`src/rtl/rpw_map.svh`:
```
`ifndef RPW_MAP_SVH
`define RPW_MAP_SVH

// Register byte offsets
`define RPW_CTRL_OFS      12'h000
`define RPW_OUT_CFG_OFS   12'h004
`define RPW_PRE_IDX_OFS   12'h008
`define RPW_STATUS_OFS    12'h00c
`define RPW_OUT_STATE_OFS 12'h010

// Field positions
`define RPW_CTRL_TURBO_BIT   0
`define RPW_STAT_ACTIVE_BIT  0
`define RPW_STAT_CONFIG_BIT  1
`define RPW_STAT_PRELOAD_BIT 2

// Reset values
`define RPW_CTRL_RST    1'b0
`define RPW_PRE_IDX_RST 4'h0

// Timing
`define RPW_CLK_PERIOD_NS 40
`define RPW_QUIET_NS      40
`define RPW_FAST_EDGE_NS  25

`endif

```
`src/rtl/rpw_pkg.sv`:
```
package rpw_pkg;

    // Power and configuration state of the device
    typedef enum logic [1:0] {
        RPW_ST_UNCONF  = 2'b00,
        RPW_ST_STANDBY = 2'b01,
        RPW_ST_ACTIVE  = 2'b10
    } rpw_state_t;

endpackage : rpw_pkg

```
`src/rtl/rpw_top.sv`:
```
`timescale 1ns/100ps
`include "rpw_map.svh"
module rpw_top
    import rpw_pkg::*;
#(
    parameter int NUM_IN  = 12,
    parameter int NUM_OUT = 10
)(
    input  wire logic               clk_i,
    input  wire logic               reset_i,
    input  wire logic               ce_i,
    input  wire logic               psel_i,
    input  wire logic               penable_i,
    input  wire logic               pwrite_i,
    input  wire logic [11:0]        paddr_i,
    input  wire logic [31:0]        pwdata_i,
    output logic      [31:0]        prdata_o,
    output logic                    pready_o,
    output logic                    pslverr_o,
    input  wire logic               elevated_preload_voltage_i,
    input  wire logic               dev_clk_i,
    input  wire logic [NUM_IN-1:0]  in_pins_i,
    input  wire logic [NUM_OUT-1:0] core_d_i,
    input  wire logic [NUM_OUT-1:0] core_oe_i,
    input  wire logic [NUM_OUT-1:0] io_in_i,
    output logic      [NUM_OUT-1:0] io_out_o,
    output logic      [NUM_OUT-1:0] io_oe_o,
    output logic                    power_active_o
);

    // Quiet time rounds down, never below one cycle. At this clock one cycle
    // equals the quiet interval; a faster clock only raises the count, so the
    // standby delay stays close to its target in time
    localparam int QUIET_RAW    = `RPW_QUIET_NS / `RPW_CLK_PERIOD_NS;
    localparam int QUIET_CYCLES = (QUIET_RAW < 1) ? 1 : QUIET_RAW;
    localparam int QW           = $clog2(QUIET_CYCLES + 1);
    localparam int SW           = NUM_IN + NUM_OUT + 2;

    // Refuse sizes the register map cannot hold
    generate
        if (NUM_OUT < 1 || NUM_OUT > 16 || NUM_IN < 1 || NUM_IN > 32)
        begin : g_bad_size
            $error("rpw_top: NUM_OUT must be 1..16 and NUM_IN 1..32");
        end
        // A clock slower than the quiet interval could not time it at all
        if (`RPW_CLK_PERIOD_NS > `RPW_QUIET_NS)
        begin : g_bad_clock
            $error("rpw_top: clock period exceeds the quiet interval");
        end
    endgenerate

    // All state in one record, so the clock enable freezes it in one place
    typedef struct packed {
        logic [SW-1:0]      sync1;
        logic [SW-1:0]      sync2;
        logic [SW-1:0]      sync3;
        logic [SW-1:0]      filt;
        logic [1:0]         seed;
        logic               turbo_prog;
        logic [NUM_OUT-1:0] inv_prog;
        logic [3:0]         pre_idx;
        logic               turbo;
        logic [NUM_OUT-1:0] inv;
        logic [NUM_OUT-1:0] q;
        logic [NUM_OUT-1:0] pin_out;
        logic [NUM_OUT-1:0] pin_oe;
        logic [QW-1:0]      quiet;
        rpw_state_t         state;
        logic [31:0]        rdata;
    } rpw_regs_t;

    rpw_regs_t st_r;
    rpw_regs_t st_nxt;

    // Register decode, shared by read and write paths
    // Code 0 marks an unmapped address and raises the slave error
    function automatic logic [2:0] rpw_decode(input logic [11:0] addr);
        case (addr)
            `RPW_CTRL_OFS:      rpw_decode = 3'h1;
            `RPW_OUT_CFG_OFS:   rpw_decode = 3'h2;
            `RPW_PRE_IDX_OFS:   rpw_decode = 3'h3;
            `RPW_STATUS_OFS:    rpw_decode = 3'h4;
            `RPW_OUT_STATE_OFS: rpw_decode = 3'h5;
            default:            rpw_decode = 3'h0;
        endcase
    endfunction : rpw_decode

    logic [SW-1:0]      raw_pins;
    logic [SW-1:0]      filt_new;
    logic [NUM_IN-1:0]  in_f;
    logic [NUM_OUT-1:0] io_f;
    logic               pre_f;
    logic               dclk_f;
    logic               dclk_rise;
    logic               seeded;
    logic               pin_edge;
    logic               fb_edge;
    logic               wr_en;
    logic               rd_setup;
    logic [2:0]         dec;
    logic [NUM_OUT-1:0] q_next;

    assign raw_pins = {elevated_preload_voltage_i, dev_clk_i, io_in_i, in_pins_i};

    // A pin change counts once the second and third stages agree. Until the
    // stages are seeded after reset the filter just follows the second stage,
    // so a pin that idles away from the reset level raises no false edge
    generate
        for (genvar b = 0; b < SW; b++)
        begin : g_filt
            assign filt_new[b] = !seeded ? st_r.sync2[b] :
                                 (st_r.sync2[b] == st_r.sync3[b]) ? st_r.sync3[b] : st_r.filt[b];
        end
    endgenerate

    assign in_f   = st_r.filt[NUM_IN-1:0];
    assign io_f   = st_r.filt[NUM_IN +: NUM_OUT];
    assign dclk_f = st_r.filt[SW-2];
    assign pre_f  = st_r.filt[SW-1];

    // Edges count only once the stages hold real pin levels
    assign seeded    = (st_r.seed == 2'h3);
    assign dclk_rise = seeded & filt_new[SW-2] & ~dclk_f;
    assign pin_edge  = seeded & (filt_new != st_r.filt);
    assign dec       = rpw_decode(paddr_i);
    assign wr_en     = psel_i & penable_i & pwrite_i;
    assign rd_setup  = psel_i & ~penable_i;

    // Output register next value: preload one register, or normal clocking
    always_comb
    begin
        q_next = st_r.q;
        if (dclk_rise && st_r.state != RPW_ST_UNCONF)
        begin
            if (pre_f)
            begin
                if (32'(st_r.pre_idx) < NUM_OUT)
                begin
                    q_next[st_r.pre_idx] = io_f[st_r.pre_idx];
                end
            end
            else
            begin
                q_next = core_d_i;
            end
        end
    end

    // Register feedback changes wake the detector as pins do
    // Using the next value wakes the block in the same cycle as the load
    assign fb_edge = (q_next != st_r.q);

    // Next state of everything
    always_comb
    begin
        st_nxt       = st_r;
        st_nxt.sync1 = raw_pins;
        st_nxt.sync2 = st_r.sync1;
        st_nxt.sync3 = st_r.sync2;
        st_nxt.filt  = filt_new;
        st_nxt.q     = q_next;

        // Seed counter stops once the stages are filled
        if (!seeded)
        begin
            st_nxt.seed = st_r.seed + 2'h1;
        end

        // Programmed cells written over the bus
        if (wr_en)
        begin
            case (dec)
                3'h1:    st_nxt.turbo_prog = pwdata_i[`RPW_CTRL_TURBO_BIT];
                3'h2:    st_nxt.inv_prog   = pwdata_i[NUM_OUT-1:0];
                3'h3:    st_nxt.pre_idx    = pwdata_i[3:0];
                default: st_nxt.turbo_prog = st_r.turbo_prog;
            endcase
        end

        // Power state; the turbo and polarity cells take effect only at the first pin transition, the preload index at once
        case (st_r.state)
            // Before configuration an edge only configures; the clock pin waits
            RPW_ST_UNCONF:
            begin
                if (pin_edge)
                begin
                    st_nxt.turbo = st_r.turbo_prog;
                    st_nxt.inv   = st_r.inv_prog;
                    st_nxt.state = RPW_ST_ACTIVE;
                    st_nxt.quiet = QW'(QUIET_CYCLES);
                end
            end
            RPW_ST_STANDBY:
            begin
                if (pin_edge || fb_edge || st_r.turbo)
                begin
                    st_nxt.state = RPW_ST_ACTIVE;
                    st_nxt.quiet = QW'(QUIET_CYCLES);
                end
            end
            RPW_ST_ACTIVE:
            begin
                // Any edge within a quiet window reloads it, so 25 ns edges hold it up
                if (pin_edge || fb_edge || st_r.turbo)
                begin
                    st_nxt.quiet = QW'(QUIET_CYCLES);
                end
                else if (st_r.quiet > QW'(1))
                begin
                    st_nxt.quiet = st_r.quiet - QW'(1);
                end
                else
                begin
                    st_nxt.quiet = '0;
                    st_nxt.state = RPW_ST_STANDBY;
                end
            end
            default:
            begin
                st_nxt.state = RPW_ST_UNCONF;
            end
        endcase

        // Pins: driven only once configured and outside preload
        // Polarity applies after capture, so a preload stores the raw pin level
        st_nxt.pin_out = q_next ^ st_r.inv;
        if (st_r.state == RPW_ST_UNCONF || pre_f)
        begin
            st_nxt.pin_oe = '0;
        end
        else
        begin
            st_nxt.pin_oe = core_oe_i;
        end

        // Read data captured in the setup phase, shown in the access phase
        if (rd_setup)
        begin
            st_nxt.rdata = '0;
            case (dec)
                3'h1: st_nxt.rdata[`RPW_CTRL_TURBO_BIT] = st_r.turbo_prog;
                3'h2: st_nxt.rdata[NUM_OUT-1:0] = st_r.inv_prog;
                3'h3: st_nxt.rdata[3:0] = st_r.pre_idx;
                3'h4:
                begin
                    st_nxt.rdata[`RPW_STAT_ACTIVE_BIT]  = (st_r.state == RPW_ST_ACTIVE);
                    st_nxt.rdata[`RPW_STAT_CONFIG_BIT]  = (st_r.state != RPW_ST_UNCONF);
                    st_nxt.rdata[`RPW_STAT_PRELOAD_BIT] = pre_f;
                    st_nxt.rdata[3]                     = st_r.turbo;
                    st_nxt.rdata[31:16]                 = 16'(st_r.inv);
                end
                3'h5:
                begin
                    st_nxt.rdata[15:0]  = 16'(st_r.q);
                    st_nxt.rdata[31:16] = 16'(io_f);
                end
                default: st_nxt.rdata = '0;
            endcase
        end
    end

    // Single register stage for all state; clock enable freezes it
    // A bus transfer made while the enable is low is lost, not delayed
    always_ff @(posedge clk_i)
    begin
        if (reset_i)
        begin
            st_r            <= '0;
            st_r.turbo_prog <= `RPW_CTRL_RST;
            st_r.pre_idx    <= `RPW_PRE_IDX_RST;
            st_r.state      <= RPW_ST_UNCONF;
        end
        else if (ce_i)
        begin
            st_r <= st_nxt;
        end
    end

    // Zero-wait APB slave; unmapped addresses raise an error
    assign pready_o       = 1'b1;
    assign pslverr_o      = psel_i & penable_i & (dec == 3'h0);
    assign prdata_o       = st_r.rdata;
    assign io_out_o       = st_r.pin_out;
    assign io_oe_o        = st_r.pin_oe;
    assign power_active_o = (st_r.state == RPW_ST_ACTIVE);

    // Unused inputs of the status path are folded away here
    // Dedicated inputs matter only to the transition detector in this block
    logic unused_in;
    assign unused_in = ^in_f;

endmodule : rpw_top

```
`config.mk`:
```
export PLATFORM = sky130hd
export DESIGN_NAME = rpw_top
export DESIGN_NICKNAME = d
export VERILOG_FILES = /design/src/rtl/rpw_pkg.sv /design/src/rtl/rpw_top.sv
export VERILOG_INCLUDE_DIRS = /design/src /design/src/rtl
export SDC_FILE = /design/constraint.sdc
export NUM_CORES = 1
export LEC_CHECK = 0
export BUFFER_PORTS_ARGS = -buffer_cell sky130_fd_sc_hd__buf_4
export CORE_MARGIN = 4
export CORE_UTILIZATION = 45
export DETAILED_ROUTE_END_ITERATION = 16
export GPL_ROUTABILITY_DRIVEN = 0
export PLACE_DENSITY_LB_ADDON = 0.12
export SYNTH_ARGS = -nofsm -noshare
export SYNTH_HDL_FRONTEND = slang
export SYNTH_SLANG_ARGS = --single-unit
```
`constraint.sdc`:
```
create_clock -name clk_i -period 3.4 [get_ports clk_i]
set_clock_uncertainty 0.05 [all_clocks]
set_input_delay 1.02 -clock clk_i [delete_from_list [all_inputs] [get_ports clk_i]]
set_output_delay 1.02 -clock clk_i [all_outputs]
set_load 0.01 [all_outputs]
```
==> impl_metrics.toml <==
[floorplan]
coreArea_mm2 = 0.0181
die_area_mm2 = 0.0208
initial_core_util = 0.462
rows = 49
die_w_um = 144
ios = 149
fp.dieH_um = 144

[drt]
drt_iter0_markers = 654
route.antenna.remaining_nets = 0
dr.pass1.iters = 5
post_drt_wl_per_cell_um = 15.8
routed_wl_um = 20100
drcViolationCount = 0
wl_met2_um = 8530
routed.top_layer = "met4"
met3WireLength_um = 1120
wl_met1_um = 10200
vias_per_cell = 5.32
via_count = 6784

[worst_setup_path]
cp_slowest_stage_delay_ns = 0.34
path_common_cell = "buf_4"
crit_path_cell_trace = "buf_4 -> nor4_1 -> nand3_1 -> nor4b_2 -> nor3_1 -> buf_4"
cp_max_fo = 2
path_class = "input pin to output pin"
worstPathArrival_ns = 2.16
cp_slowest_cell = "nor4_1"
critPathBufInv = 2
required_ns = 2.33
critPathLaunchType = "input pin"
cp-end-kind = "output pin"
crit_family = "simple AND/OR/NAND/NOR gates"

[placement]
dp.final_hpwl_um = 14100
place_ws_ns = 0.173
port_buffers = 113

[sta]
fin_crit_ns = 3.23
tightest_slew_ns = 0.695
hold_viol = 0
finalCritPeriodShare = 0.950
worst_slack_ns = 0.170
finalSetupViolations = 0
slew_headroom = 0.537
slew_violations = 0
fmax_mhz = 310
rsz0062_at_grt = "false"
setup_tns_ns = 0

[clock_network]
post_cts.repair.setup_buffers = 0
ctsHoldBuffers = 0
cts_root_buf = "clkbuf_16"
cts_resized = 0
cts_buffers = 17
path_clk_slew_ns = 0.07
htreeDepth = 4
clkLatencyLatePin_ns = 0.43
tritoncts = "done"
clockBufferDepth = 2
clock-sinks = 176

[synthesis]
yosysSeqAreaShare = 0.422
async_flop_share = 0
synth_warnings = 0
ys_ff_latch = 176
synth.avg_cell_area_um2 = 8.46
synth_ff_type = "dfxtp_1"
syn-cell-area_mm2 = 0.00835
synth_edf_count = 0
synth_cell_type_count = 58
synthCells = 988

[global_routing]
grt_overflow = 0
antenna_found_initial = 0
grt_pass1_wl_um = 32200
gr-usage-all-layers = 0.194
grt_pass1_vias = 6104
grt_start_max_net_pins = 76

[job]
max-cap-violations = 0

[cells_and_area]
mostFrequentLayoutCell = "dfxtp_1"
utilization = 0.534
antenna_cells = 0
areaGrowthSynthToFinish_pct = 15.6
final_nets = 1127
drive_above_1_share = 0.167
most-common-layout-cells = "dfxtp_1, nor2_1, buf_4"

[status]
outcome = "finished clean"

[power]
peakVddDrop_mv = 0.337
cellLeakagePower_nw = 4.00
powerDensity_mw_per_mm2 = 477

[hold_path]
min_path_type = "flop to flop"
## per-stage QoR
| step | area [um2] | power (mW) | hold slack, ns | std cells |
|---|---|---|---|---|
| after detailed placement | 9050 | 2.63 | 0.417 | 1242 |
| after CTS | 9660 | 4.64 | 0.425 | 1274 |
| after global placement | 9050 | 2.63 | 0.412 | 1242 |
| final | 9660 | 4.61 | 0.424 | 1274 |
| after global routing | 9660 | 4.79 | 0.451 | 1274 |
| after floorplan | 8400 | 2.50 | 0.394 | 999 |
## worst reg2reg max path, stage by stage (launching register included)
cell and delay [ns]:
dfxtp_1 0.35, ha_1 0.22, buf_12 0.23, nand2_1 0.15, or3_1 0.60, nor2_2 0.45, a221oi_1 0.19, xor2_1 0.31
o22ai_1 0.13
## synthesized netlist by cell type, types with 3 or more instances
master | number | area [um2]
buf_6 | 3 | 33.8
a211oi_1 | 28 | 210
inv_1 | 20 | 75.1
a32oi_1 | 8 | 70.1
buf_1 | 10 | 37.5
nand2b_1 | 22 | 138
a21oi_1 | 35 | 175
or2b_1 | 3 | 22.5
a221oi_1 | 11 | 96.3
clkbuf_1 | 49 | 184
nand4_1 | 9 | 56.3
a21o_1 | 12 | 90.1
mux2i_1 | 88 | 881
o21ai_0 | 6 | 30.0
nor2_1 | 169 | 634
or3_1 | 3 | 18.8
a32o_1 | 9 | 90.1
nor3_1 | 7 | 35.0
nand2_1 | 114 | 428
o22ai_1 | 10 | 62.6
nand3_1 | 6 | 30.0
a21boi_0 | 7 | 52.6
a22oi_1 | 45 | 338
nor2b_1 | 31 | 194
buf_4 | 55 | 413
dfxtp_1 | 176 | 3520
nand3b_1 | 4 | 30.0
xor2_1 | 10 | 87.6
## state kept, by name, summed over array words and instances, names as in the netlist
name / flops
io_f: 10
io_out_o: 10
prdata_o: 20
dclk_f: 1
st_r: 64
in_f: 12
st_nxt: 48
pre_f: 1
io_oe_o: 10
## routing by layer
layer,track usage,vias to the layer above
met2,0.279,183
li1,-,3435
met4,0.0515,0
met5,0,-
met3,0.0437,18
met1,0.293,3148
## power by group
group          total (mW)  internal (mW)  switching (mW)
sequential           2.17           2.12          0.0511
combinational       0.412          0.196           0.216
clock                2.02           1.18           0.838
total                4.61           3.50            1.11
## final cells by class
class	instances	area [um2]
clock buffer	20	447
sequential	176	3520
timing repair buffer	132	1030
multi-input combinational	684	4130
inverter	21	78.8
fill	1756	8430
clock inverter	12	159
tap	229	287
## final timing paths
check                                           start                       end  slack, ns  cells past startpoint
worst max-delay path                       paddr_i[7]                 pslverr_o       0.17                      6
worst min-delay path            st_r[86]$_SDFFE_PP0P_     st_r[86]$_SDFFE_PP0P_       0.42                      2
worst max register to register  st_r[91]$_SDFFE_PP0P_  io_out_o[2]$_SDFFE_PP0P_       0.60                      8
worst min register to register  st_r[86]$_SDFFE_PP0P_     st_r[86]$_SDFFE_PP0P_       0.42                      2
## kinds of logic after synthesis
| logic type | Yosys count | share of synthesized area |
|---|---|---|
| AND/OR/NAND/NOR | 387 | 0.210 |
| flip-flops | 176 | 0.422 |
| buffers and inverters | 139 | 0.0900 |
| multiplexers | 88 | 0.105 |
| adder cells (fa/ha/maj) | 1 | 0.00150 |
| XOR/XNOR | 11 | 0.0115 |
| AO/OA/AOI/OAI | 184 | 0.159 |
| other | 2 | 0.000899 |
Power figures use the tool's default switching activity.
